## src/home_search_pkg.sv

```systemverilog
// Package of constants for the home search sequencer
package home_search_pkg;
	// -----------------------------------------------------------------
	// Clock and commands
	// -----------------------------------------------------------------
	localparam int unsigned CLK_HZ          = 40_000_000;       // System clock rate
	localparam logic [7:0]  CMD_STEP_CONFIG   = 8'h23;          // Load step configuration
	localparam logic [7:0]  CMD_FINISH_CONFIG = 8'h24;          // Load finish configuration
	localparam logic [15:0] CONFIG_RESET      = 16'h0000;       // Both parameters reset value
	// -----------------------------------------------------------------
	// Step configuration fields
	// -----------------------------------------------------------------
	localparam int FAST_EN = 0;
	localparam int FAST_DIR = 1;
	localparam int FAST_SIG_LO = 2;
	localparam int FAST_SIG_HI = 3;
	localparam int SLOW_EN = 4;
	localparam int SLOW_DIR = 5;
	localparam int SLOW_SIG = 6;
	localparam int SLOW_DCC = 7;
	localparam int SLOW_RC = 8;
	localparam int SLOW_LC = 9;
	localparam int IDX_EN = 10;
	localparam int IDX_DIR = 11;
	localparam int IDX_DCC = 12;
	localparam int IDX_RC = 13;
	localparam int IDX_LC = 14;
	localparam int OFS_EN = 15;
	// -----------------------------------------------------------------
	// Finish configuration fields
	// -----------------------------------------------------------------
	localparam int AND_STOP = 0;
	localparam int END_RC = 1;
	localparam int END_LC = 2;
	localparam int DCC_POL = 3;
	localparam int DCC_W_LSB = 4;
	localparam int TMR_EN = 7;
	localparam int TMR_LSB = 8;
	// -----------------------------------------------------------------
	// Times in microseconds, per 3-bit code
	// -----------------------------------------------------------------
	localparam int unsigned DCC_US [8] = '{10, 20, 100, 200, 1000, 2000, 10000, 20000};
	localparam int unsigned TMR_US [8] = '{1000, 2000, 10000, 20000, 100000, 200000,
		500000, 1000000};
	localparam int unsigned CYC_PER_US = CLK_HZ / 1_000_000;    // Cycles per microsecond
	localparam int          CNT_W      = 27;                    // Fits 1 s at 40 MHz
	// Step states
	typedef enum logic [2:0]
	{
		ST_IDLE = 3'b000,
		ST_FAST = 3'b001,
		ST_SLOW = 3'b010,
		ST_IDX  = 3'b011,
		ST_OFS  = 3'b100,
		ST_WAIT = 3'b101,
		ST_END  = 3'b110
	} step_state_t;
endpackage

```

## src/pulse_timer.sv

```systemverilog
// Loadable down counter used for the clear pulse and the step wait
`timescale 1ns/1ps
module pulse_timer
	import home_search_pkg::*;
(
	input  wire logic             clk_i,
	input  wire logic             reset_i,
	input  wire logic             load_i,     // Start counting
	input  wire logic [CNT_W-1:0] count_i,    // Cycles to run
	output logic                  busy_o      // High while counting
);
	logic [CNT_W-1:0] cnt_q;                  // Remaining cycles
	logic [CNT_W-1:0] cnt_d;
	// -----------------------------------------------------------------
	// Next count
	// -----------------------------------------------------------------
	always_comb
	begin
		cnt_d = cnt_q;
		if (load_i)
			cnt_d = count_i;
		else if (cnt_q != '0)
			cnt_d = cnt_q - 1'b1;
	end
	// Register
	always_ff @(posedge clk_i or posedge reset_i)
	begin
		if (reset_i)
			cnt_q <= '0;
		else
			cnt_q <= cnt_d;
	end
	assign busy_o = (cnt_q != '0);
endmodule // pulse_timer

```

## src/home_search_sequencer.sv

```systemverilog
// Automatic home search sequencer for one axis
// What this block does
// - Command 23h loads step configuration word
// - Command 24h loads finish configuration word
// - Fast step runs only when enabled
// - Fast step direction bit: 0 plus
// - Fast step input: stop a, b, limit
// - Slow step enable, direction, input select
// - Slow detect: clear pulse, real, logic clears
// - Index step enable and direction
// - Index detect: clear pulse, real, logic clears
// - Offset drive runs only when enabled
// - And-stop: index edge while stop b active
// - And-stop only when slow uses stop b
// - End clears real and logic counters
// - Clear pulse polarity from finish bit 3
// - Clear pulse width from 3-bit code
// - Step wait only when timer enabled
// - Step wait interval from 3-bit code
// - Both configuration words reset to zero
// - Input active levels from polarity register
`timescale 1ns/1ps
module home_search_sequencer
	import home_search_pkg::*;
(
	input  wire logic        clk_i,
	input  wire logic        reset_i,
	input  wire logic        cmd_valid_i,          // Command strobe, one cycle
	input  wire logic [7:0]  cmd_code_i,           // Command code
	input  wire logic [15:0] write_data_low_i,     // Write data register
	input  wire logic [4:0]  input_polarity_reg_i, // 1 = active high, per input
	input  wire logic        start_i,              // Begin a home search
	input  wire logic        stop_input_a_i,       // Raw pin levels
	input  wire logic        stop_input_b_i,
	input  wire logic        index_stop_input_i,
	input  wire logic        limit_plus_i,
	input  wire logic        limit_minus_i,
	input  wire logic        offset_done_i,        // Motion core finished offset drive
	output logic             busy_o,               // Search in progress
	output logic [1:0]       drive_mode_o,         // 0 none, 1 fast, 2 slow, 3 offset
	output logic             drive_minus_o,        // Direction, 1 = minus
	output logic             real_clear_o,         // One-cycle counter clear
	output logic             logic_clear_o,        // One-cycle counter clear
	output logic             dev_clear_output_o,   // Deviation counter clear pin
	output logic             config_error_o        // Invalid input select seen
);
	import home_search_pkg::*;
	// -----------------------------------------------------------------
	// Configuration registers
	// -----------------------------------------------------------------
	logic [15:0] home_step_config_q, home_step_config_d;     // Step parameters
	logic [15:0] home_finish_config_q, home_finish_config_d; // Finish parameters
	// Load on command; reserved upper bits kept as written, host keeps them zero
	always_comb
	begin
		home_step_config_d   = home_step_config_q;
		home_finish_config_d = home_finish_config_q;
		if (cmd_valid_i && cmd_code_i == CMD_STEP_CONFIG)
			home_step_config_d = write_data_low_i;
		if (cmd_valid_i && cmd_code_i == CMD_FINISH_CONFIG)
			home_finish_config_d = write_data_low_i;
	end
	always_ff @(posedge clk_i or posedge reset_i)
	begin
		if (reset_i)
		begin
			home_step_config_q   <= CONFIG_RESET;
			home_finish_config_q <= CONFIG_RESET;
		end
		else
		begin
			home_step_config_q   <= home_step_config_d;
			home_finish_config_q <= home_finish_config_d;
		end
	end
	// -----------------------------------------------------------------
	// Field aliases
	// -----------------------------------------------------------------
	logic [15:0] sc, fc;
	assign sc = home_step_config_q;
	assign fc = home_finish_config_q;
	logic [1:0] fast_sel;
	assign fast_sel = {sc[FAST_SIG_HI], sc[FAST_SIG_LO]};
	// -----------------------------------------------------------------
	// Input levels, polarity applied
	// -----------------------------------------------------------------
	// Polarity bit set means the pin is active high; XNOR gives active
	logic act_a, act_b, act_idx, act_lp, act_lm;
	assign act_a   = ~(stop_input_a_i     ^ input_polarity_reg_i[0]);
	assign act_b   = ~(stop_input_b_i     ^ input_polarity_reg_i[1]);
	assign act_idx = ~(index_stop_input_i ^ input_polarity_reg_i[2]);
	assign act_lp  = ~(limit_plus_i       ^ input_polarity_reg_i[3]);
	assign act_lm  = ~(limit_minus_i      ^ input_polarity_reg_i[4]);
	logic idx_prev_q;                                          // For index edge
	always_ff @(posedge clk_i or posedge reset_i)
	begin
		if (reset_i)
			idx_prev_q <= 1'b0;
		else
			idx_prev_q <= act_idx;
	end
	// -----------------------------------------------------------------
	// Detection per step
	// -----------------------------------------------------------------
	logic fast_hit, slow_hit, idx_hit, and_ok;
	always_comb
	begin
		case (fast_sel)
			2'b00:   fast_hit = act_a;
			2'b01:   fast_hit = act_b;
			2'b10:   fast_hit = sc[FAST_DIR] ? act_lm : act_lp;
			default: fast_hit = 1'b0;                                 // Invalid code
		endcase
	end
	assign slow_hit = sc[SLOW_SIG] ? (sc[SLOW_DIR] ? act_lm : act_lp) : act_b;
	// And-stop counts only with stop b as the slow input
	assign and_ok  = fc[AND_STOP] && !sc[SLOW_SIG];
	assign idx_hit = and_ok ? (act_idx && !idx_prev_q && act_b)
	                        : act_idx;
	// -----------------------------------------------------------------
	// Timers
	// -----------------------------------------------------------------
	logic             dcc_load, tmr_load, dcc_busy, tmr_busy;
	logic [CNT_W-1:0] dcc_cycles, tmr_cycles;
	// One less than the width, since the load cycle is the first active cycle
	assign dcc_cycles = CNT_W'(DCC_US[fc[DCC_W_LSB +: 3]] * CYC_PER_US - 1);
	assign tmr_cycles = CNT_W'(TMR_US[fc[TMR_LSB +: 3]] * CYC_PER_US);
	pulse_timer dcc_timer
	(
		.clk_i   (clk_i),
		.reset_i (reset_i),
		.load_i  (dcc_load),
		.count_i (dcc_cycles),
		.busy_o  (dcc_busy)
	);
	pulse_timer step_timer
	(
		.clk_i   (clk_i),
		.reset_i (reset_i),
		.load_i  (tmr_load),
		.count_i (tmr_cycles),
		.busy_o  (tmr_busy)
	);
	// -----------------------------------------------------------------
	// Sequencer
	// -----------------------------------------------------------------
	step_state_t state_q, state_d;            // Current step
	step_state_t after_q, after_d;            // Step that follows a wait
	logic        err_q, err_d;                // Sticky invalid-select flag
	logic        end_real_clear_d, end_logic_clear_d;              // Counter clear pulses
	logic        end_real_clear_q, end_logic_clear_q;
	// Pick the next enabled step at or after a given one
	function automatic step_state_t next_from(input step_state_t s, input logic [15:0] c);
		step_state_t r;
		r = ST_END;
		case (s)
			ST_FAST: r = c[FAST_EN] ? ST_FAST : c[SLOW_EN] ? ST_SLOW :
			             c[IDX_EN] ? ST_IDX : c[OFS_EN] ? ST_OFS : ST_END;
			ST_SLOW: r = c[SLOW_EN] ? ST_SLOW : c[IDX_EN] ? ST_IDX :
			             c[OFS_EN] ? ST_OFS : ST_END;
			ST_IDX:  r = c[IDX_EN] ? ST_IDX : c[OFS_EN] ? ST_OFS : ST_END;
			ST_OFS:  r = c[OFS_EN] ? ST_OFS : ST_END;
			default: r = ST_END;
		endcase
		return r;
	endfunction
	// Next state and one-cycle actions
	always_comb
	begin
		step_state_t nxt;
		nxt      = ST_END;
		state_d  = state_q;
		after_d  = after_q;
		err_d    = err_q;
		end_real_clear_d   = 1'b0;
		end_logic_clear_d   = 1'b0;
		dcc_load = 1'b0;
		tmr_load = 1'b0;
		case (state_q)
			ST_IDLE:
			begin
				if (start_i)
				begin
					err_d   = 1'b0;
					state_d = next_from(ST_FAST, sc);
				end
			end
			ST_FAST:
			begin
				if (fast_sel == 2'b11)
				begin
					err_d   = 1'b1;                                   // Abort on invalid code
					state_d = ST_IDLE;
				end
				else if (fast_hit)
					nxt = next_from(ST_SLOW, sc);
			end
			ST_SLOW:
			begin
				if (slow_hit)
				begin
					dcc_load = sc[SLOW_DCC];
					end_real_clear_d   = sc[SLOW_RC];
					end_logic_clear_d   = sc[SLOW_LC];
					nxt      = next_from(ST_IDX, sc);
				end
			end
			ST_IDX:
			begin
				if (idx_hit)
				begin
					dcc_load = sc[IDX_DCC];
					end_real_clear_d   = sc[IDX_RC];
					end_logic_clear_d   = sc[IDX_LC];
					nxt      = next_from(ST_OFS, sc);
				end
			end
			ST_OFS:
			begin
				if (offset_done_i)
					nxt = ST_END;
			end
			ST_WAIT:
			begin
				if (!tmr_busy)
					state_d = after_q;
			end
			ST_END:
			begin
				end_real_clear_d  = fc[END_RC];
				end_logic_clear_d  = fc[END_LC];
				state_d = ST_IDLE;
			end
			default: state_d = ST_IDLE;
		endcase
		// A completed step goes through the wait when enabled
		if (nxt != ST_END || ((state_q == ST_FAST && fast_hit && fast_sel != 2'b11)
			|| (state_q == ST_SLOW && slow_hit) || (state_q == ST_IDX && idx_hit)
			|| (state_q == ST_OFS && offset_done_i)))
		begin
			if (fc[TMR_EN])
			begin
				tmr_load = 1'b1;
				after_d  = nxt;
				state_d  = ST_WAIT;
			end
			else
				state_d = nxt;
		end
	end
	always_ff @(posedge clk_i or posedge reset_i)
	begin
		if (reset_i)
		begin
			state_q <= ST_IDLE;
			after_q <= ST_IDLE;
			err_q   <= 1'b0;
			end_real_clear_q  <= 1'b0;
			end_logic_clear_q  <= 1'b0;
		end
		else
		begin
			state_q <= state_d;
			after_q <= after_d;
			err_q   <= err_d;
			end_real_clear_q  <= end_real_clear_d;
			end_logic_clear_q  <= end_logic_clear_d;
		end
	end
	// -----------------------------------------------------------------
	// Drive outputs, registered
	// -----------------------------------------------------------------
	logic [1:0] mode_q, mode_d;
	logic       dir_q, dir_d, dcc_q, dcc_d;
	always_comb
	begin
		mode_d = 2'd0;
		dir_d  = 1'b0;
		case (state_d)
			ST_FAST: begin mode_d = 2'd1; dir_d = sc[FAST_DIR]; end
			ST_SLOW: begin mode_d = 2'd2; dir_d = sc[SLOW_DIR]; end
			ST_IDX:  begin mode_d = 2'd2; dir_d = sc[IDX_DIR];  end
			ST_OFS:  begin mode_d = 2'd3; dir_d = 1'b0;         end
			default: begin mode_d = 2'd0; dir_d = 1'b0;         end
		endcase
		// Idle at inactive level; active in the load cycle and while the width timer runs
		dcc_d = (dcc_load | dcc_busy) ^ fc[DCC_POL];
	end
	always_ff @(posedge clk_i or posedge reset_i)
	begin
		if (reset_i)
		begin
			mode_q <= 2'd0;
			dir_q  <= 1'b0;
			dcc_q  <= 1'b0;
		end
		else
		begin
			mode_q <= mode_d;
			dir_q  <= dir_d;
			dcc_q  <= dcc_d;
		end
	end
	assign busy_o             = (state_q != ST_IDLE);
	assign drive_mode_o       = mode_q;
	assign drive_minus_o      = dir_q;
	assign real_clear_o       = end_real_clear_q;
	assign logic_clear_o      = end_logic_clear_q;
	assign dev_clear_output_o = dcc_q;
	assign config_error_o     = err_q;
endmodule // home_search_sequencer

```

## config.mk

```make
export PLATFORM = sky130hd
export DESIGN_NAME = home_search_sequencer
export DESIGN_NICKNAME = d
export VERILOG_FILES = /design/src/home_search_pkg.sv /design/src/pulse_timer.sv /design/src/home_search_sequencer.sv
export SDC_FILE = /design/constraint.sdc
export NUM_CORES = 1
export LEC_CHECK = 0
export BUFFER_PORTS_ARGS = -buffer_cell sky130_fd_sc_hd__clkbuf_2
export CELL_PAD_IN_SITES_DETAIL_PLACEMENT = 1
export CELL_PAD_IN_SITES_GLOBAL_PLACEMENT = 1
export CORE_UTILIZATION = 48
export CTS_CLUSTER_DIAMETER = 200
export DETAILED_ROUTE_END_ITERATION = 7
export PLACE_DENSITY_LB_ADDON = 0.1
export SYNTH_ARGS = -nofsm -noshare
export SYNTH_HDL_FRONTEND = slang
export SYNTH_HIERARCHICAL = 1
export SYNTH_SLANG_ARGS = --single-unit
```

## constraint.sdc

```tcl
create_clock -name clk_i -period 4.75 [get_ports clk_i]
set_clock_uncertainty 0.1 [all_clocks]
set_input_delay 0.7125 -clock clk_i [delete_from_list [all_inputs] [get_ports clk_i]]
set_output_delay 0.7125 -clock clk_i [all_outputs]
set_load 0.02 [all_outputs]
```

==> impl_metrics.toml, run 1 <==
[synthesis]
synth_mux_area_share_pct = 6.16
synth-adder-area-share_pct = 9.48
synth_xor_area_share_pct = 8.97
ys_seq_area_share_pct = 32.1
synthArstFlopShare_pct = 100
syn_avg_cell_area_um2 = 8.99
yosysTopAreaCell = "dfrtp_1"
ys_types = 84
synthTopCellsByArea = "dfrtp_1 (32%), ha_1 (8.9%), xnor2_1 (5.8%), mux2_2 (4.4%), nand2_1 (3.8%)"
ys.flop_type = "dfrtp_1"
yosysTopAreaCellShare_pct = 32.1
synth_compound_gate_area_share_pct = 16.2
synthesis.instances = 825
synth_warnings = 6
synth-simple-area-share_pct = 22.6
yosys_register_bits = 95
synth-edff-count = 0
netlist_area_um2 = 7420
ys_top_cells_by_count = "dfrtp_1 (95), nand2_1 (75), nor2_1 (56), ha_1 (53)"
synth_most_common_cell = "dfrtp_1"
synth_top_family_by_area = "simple AND/OR/NAND/NOR gates"

[route]
route.vias.total = 6253
drt_pass1_iterations = 4
drt_iter0_drc = 291
routedWlPerCell_um = 18.4
drc = 0
drt_wl_total_mm = 19.4
vias_per_cell = 5.93
ant_nets = 0

[sta]
setup_slack_ns = 0.530
slew_headroom_pct = 26.1
final.period_utilization_pct = 88.8
rsz0062_at_grt = "false"
max_slew.worst_pin.slew_ns = 1.11
timing.fmax_ghz = 0.237
holdWs_ns = 0.377
tns_ns = 0
slew_violations = 0
final_hold_viol_count = 0
period_needed_ns = 4.22
finalSetupViolCount = 0

[cts]
cts.htree.levels = 3
root_buffer = "clkbuf_16"
cts_hold_buf = 0
clock_path_buffers = 2
clock-sinks = 95
cts_buffers = 9
clk_pin_slew_worst_paths_ns = 0.07
cts_resized = 0
worst_skew_pair.late_latency_ns = 0.36
cts_tree = "done"
post_cts.repair.setup_buffers = 0

[worst_setup_path]
crit_buf_inv = 1
r2r_end = "dcc_timer/cnt_q[16]"
r2r_slack_ns = 0.53
reg2reg_from = "fc[5]"
path_class = "flop to flop"
slowest_stage = "dfrtp_1"
cp-start-kind = "flop"
r2r_cells = 14
cp_top_family = "adder cells"
endpoint_kind = "flop"
arrival_ns = 4.40
critPathMaxFanout = 12
cp_cell_sequence = "inv_1 > ha_1 > nand2b_1 > a21boi_0 > ha_1 > ha_1 > fa_1 > or3_1 > nor3_2 > o2111ai_1 > and2_1 > a2111oi_2 > nand2_1 > o21ai_0"
slowest_delay_ns = 0.57
cp_common_cell = "ha_1"
cp.required_ns = 4.93

[placement]
dp.cells = 1037
pre_cts_ws_ns = 0.504
gp_congestion = 0.880
place_hpwl_mm = 14.8
port_buffers = 46

[floorplan]
fp.dieH_um = 126
die_x_um = 126
top_level_ports = 47
dieArea_um2 = 16000
start_util_pct = 49.0
rows = 45
coreArea_um2 = 15100

[layout]
drive_gt1_share_pct = 15.4
fin_cells = 1054
fillCellCount = 1753
nNetsFinal = 954
synthToLayoutAreaGrowth_pct = 9.36

[global_routing]
antenna_found_initial = 1
grt_max_degree = 42
grt_pass1_wl_mm = 33.4
grt_pass1_vias = 6684
grt_usage_pct = 26.2
grt_overflow = 0

[hold_path]
hold_path.class = "input port to async pin"

[pwr]
p_leak_nw = 3.68
peakVddDrop_v = 0.000195
powerDensity_nw_per_um2 = 381

[job]
cap_violations = 0

[run_status]
outcome = "finished, final reports clean"
==> where the power goes <==
part           switching, mW  internal [mW]
clock                  0.329          0.439
combinational          0.610          0.480
sequential             0.221           1.01
total                   1.16           1.93
==> registers in the layout, summed over array words and instances, names as in the netlist <==
| name | count |
|---|---|
| dcc_timer/cnt_q | 27 |
| step_timer/cnt_q | 27 |
| home_step_config_q | 16 |
| fc | 11 |
| after_q | 3 |
| state_q | 3 |
| drive_mode_o | 2 |
| config_error_o | 1 |
| dev_clear_output_o | 1 |
| drive_minus_o | 1 |
| idx_prev_q | 1 |
| logic_clear_o | 1 |
| real_clear_o | 1 |
==> placed cells by master (no fill, tap or decap), types with 4 or more instances in the layout <==
master,count
nand2b_1,9
or4_1,10
a31oi_1,7
nand3b_1,8
clkbuf_16,9
conb_1,11
nor2b_1,11
clkbuf_2,46
o211ai_1,5
mux2i_1,10
nand4_1,6
nand2_1,75
and2_1,14
o21ai_0,49
nor4_1,14
or2_2,7
a21oi_1,28
nor3_1,27
a211o_1,4
and3_1,7
dfrtp_1,95
o31ai_1,19
mux2_2,29
o211a_1,4
ha_1,53
xnor2_1,49
inv_1,39
nand3_1,17
buf_4,6
a31o_2,5
nor2_1,56
a21o_1,5
xor2_1,27
or3_1,14
==> worst max path at each step <==
stage	startpoint	to	slack (ns)	cells after the start
6_report	fc[5]	dcc_timer/cnt_q[16]	0.53	14
5_1_grt	fc[5]	dcc_timer/cnt_q[16]	0.21	14
4_1_cts	fc[5]	dcc_timer/cnt_q[16]	0.50	14
3_5_place_dp	fc[5]	dcc_timer/cnt_q[16]	0.50	14
3_3_place_gp	fc[5]	dcc_timer/cnt_q[16]	0.72	14
2_1_floorplan	fc[5]	dcc_timer/cnt_q[16]	1.06	15
==> routing by layer <==
layer	up-vias	share of wire (%)	global-route usage (%)
li1	3020	-	-
met1	3110	45	32.6
met2	100	50	45.5
met3	23	3.2	5.61
met4	0	1.7	7.51
met5	-	0	0
==> through the flow <==
step                      cell area (µm²)  power [mW]  util [%]
after floorplan                      7450        2.02         -
after global placement               7800        2.24      51.5
after detailed placement             7800        2.32      51.5
after CTS                            8110        3.11      53.5
after global routing                 8110        3.30      53.5
final                                8110        3.09      53.6
==> kinds of logic after synthesis <==
logic type,after synthesis
fa+ha+maj,55
mux,41
xor+xnor,76
other cells,2
flops,95
buf+inv,79
simple gates,304
compound gates,173
==> worst min-delay path, cell delays in order <==
cell	delay [ns]
clkbuf_2	0.10
inv_1	0.05
buf_4	0.43
==> final cells by class <==
| type | instances | area [µm²] | share of cell area [%] |
|---|---|---|---|
| antenna | 1 | 2.50 | 0.0308 |
| timing repair buffer | 52 | 275 | 3.39 |
| sequential | 95 | 2380 | 29.3 |
| multi-input combinational | 660 | 4750 | 58.6 |
| inverter | 42 | 158 | 1.94 |
| clock buffer | 12 | 256 | 3.16 |
| tap | 188 | 235 | 2.90 |
| clock inverter | 4 | 52.6 | 0.648 |
No activity file was read; power rests on OpenSTA's default activity.
==> run 2: changes to the inputs <==
- CORE_MARGIN: default -> 10
==> run 2 against run 1 <==
Global-route usage decreased by 6.4 points. Sequential share of layout area down 0.072 points. Maximum frequency is 0.42% lower. Sequential cell count unchanged. Largest cell class unchanged.
==> impl_metrics.toml, run 2 (synthesis gave the netlist of run 1 again) <==
[worst_setup_path]
startpoint = "fc[5]"
r2r_slack_ns = 0.51
reg2reg_from = "fc[5]"
cp-endpoint = "dcc_timer/cnt_q[16]"
endpoint_kind = "flop"
r2r_end = "dcc_timer/cnt_q[16]"
cp.required_ns = 4.93
arrival_ns = 4.42
r2r_cells = 14
cp-start-kind = "flop"
path_class = "flop to flop"
critPathMaxFanout = 12

[floorplan]
die_x_um = 144
rows = 45
top_level_ports = 47
start_util_pct = 49.0
fp.dieH_um = 144
dieArea_um2 = 20800
coreArea_um2 = 15100

[layout]
layout_common_cells = "dfrtp_1 (95), nand2_1 (75), nor2_1 (56), ha_1 (53)"
reg.largest.list = "dcc_timer/cnt_q (27), step_timer/cnt_q (27), home_step_config_q (16)"
synthToLayoutAreaGrowth_pct = 9.63
multi_input_area_um2 = 4750
ff_latch_area_um2 = 2380
drive_gt1_share_pct = 15.5
fin_cells = 1053
antenna_cells = 0
fillCellCount = 1762
layout_commonest_cell = "dfrtp_1"
nNetsFinal = 954

[cts]
clock-sinks = 95
post_cts.repair.setup_buffers = 0
worst_skew_pair.late_latency_ns = 0.36
cts_buffers = 9
cts_tree = "done"
clk_pin_slew_worst_paths_ns = 0.08
cts_hold_buf = 0
root_buffer = "clkbuf_16"
cts.htree.levels = 3
cts_resized = 0
clock_path_buffers = 2

[sta]
final_hold_viol_count = 0
tns_ns = 0
slew_headroom_pct = 23.8
max_slew.worst_pin.slew_ns = 1.13
final.period_utilization_pct = 89.2
holdWs_ns = 0.381
finalSetupViolCount = 0
slew_violations = 0
timing.fmax_ghz = 0.236
rsz0062_at_grt = "false"
period_needed_ns = 4.24

[job]
cap_violations = 0

[global_routing]
grt_max_degree = 42
grt_overflow = 0
grt_pass1_vias = 6638
grt_usage_pct = 19.8
antenna_found_initial = 0
grt_pass1_wl_mm = 33.2

[route]
drt_iter0_drc = 339
drt_pass1_iterations = 5
drt_wl_total_mm = 19.8
route.vias.total = 6126
wl_met1_mm = 8.91
ant_nets = 0
routed.top_layer = "met4"
met3WireLength_um = 715
vias_per_cell = 5.82
routedWlPerCell_um = 18.8
drc = 0
routed-wl-met2_mm = 9.84

[pwr]
p_leak_nw = 3.68
peakVddDrop_v = 0.000185
power.total_mw = 3.13
powerDensity_nw_per_um2 = 385

[placement]
dp.cells = 1037
port_buffers = 46
gp_congestion = 0.903
place_hpwl_mm = 15.3

[run_status]
outcome = "finished, final reports clean"

[hold_path]
hold_path.class = "flop to flop"
## run 2: cell count changes in the layout (fill, tap and decap cells not counted)
cell	previous run	this run
clkbuf_1	1	0
clkinv_2	1	0
diode_2	1	0
bufinv_16	1	2
clkbuf_8	2	1
clkinvlp_4	0	2
## run 2: final cells by class
class                           count  share of cell area (%)
Clock buffer                       10                    2.94
Clock inverter                      6                    1.14
Inverter                           42                    1.94
Multi-Input combinational cell    660                    58.5
Sequential cell                    95                    29.2
Tap cell                          188                    2.89
Timing Repair Buffer               52                    3.39
## run 2: how the worst min path moves through the flow
stage               start                  to  slack [ns]  cells past startpoint
global route        fc[3]  dev_clear_output_o        0.41                      1
detailed placement  fc[3]  dev_clear_output_o        0.37                      1
floorplan           fc[3]  dev_clear_output_o        0.34                      1
CTS                 fc[3]  dev_clear_output_o        0.38                      1
global placement    fc[3]  dev_clear_output_o        0.36                      1
finish              fc[3]  dev_clear_output_o        0.38                      1
## run 2: report_power, final
part           internal [mW]  switching, mW
Clock                  0.479          0.336
Sequential              1.01          0.215
Combinational          0.486          0.605
## run 2: worst max-delay path, stage by stage (launching register included)
cell and delay [ns]:
dfrtp_1 0.57, inv_1 0.20, ha_1 0.47, nand2b_1 0.13, a21boi_0 0.15, ha_1 0.23
ha_1 0.20, fa_1 0.49, or3_1 0.50, nor3_2 0.22, o2111ai_1 0.16, and2_1 0.20
a2111oi_2 0.35, nand2_1 0.09, o21ai_0 0.08
## run 2: routing by layer
layer	up-vias	global-route usage [%]
li1	3023	-
met1	2996	24.6
met2	84	33.5
met3	23	4.07
met4	0	6.28
met5	-	0
## run 2: through the flow
stage          util, %  instance area, µm²  setup WS (ns)
4_1_cts           53.7                8130          0.529
6_report          53.7                8130          0.512
2_1_floorplan        -                7450           1.06
5_1_grt           53.7                8130          0.141
3_3_place_gp      51.5                7800          0.772
3_5_place_dp      51.5                7800          0.603
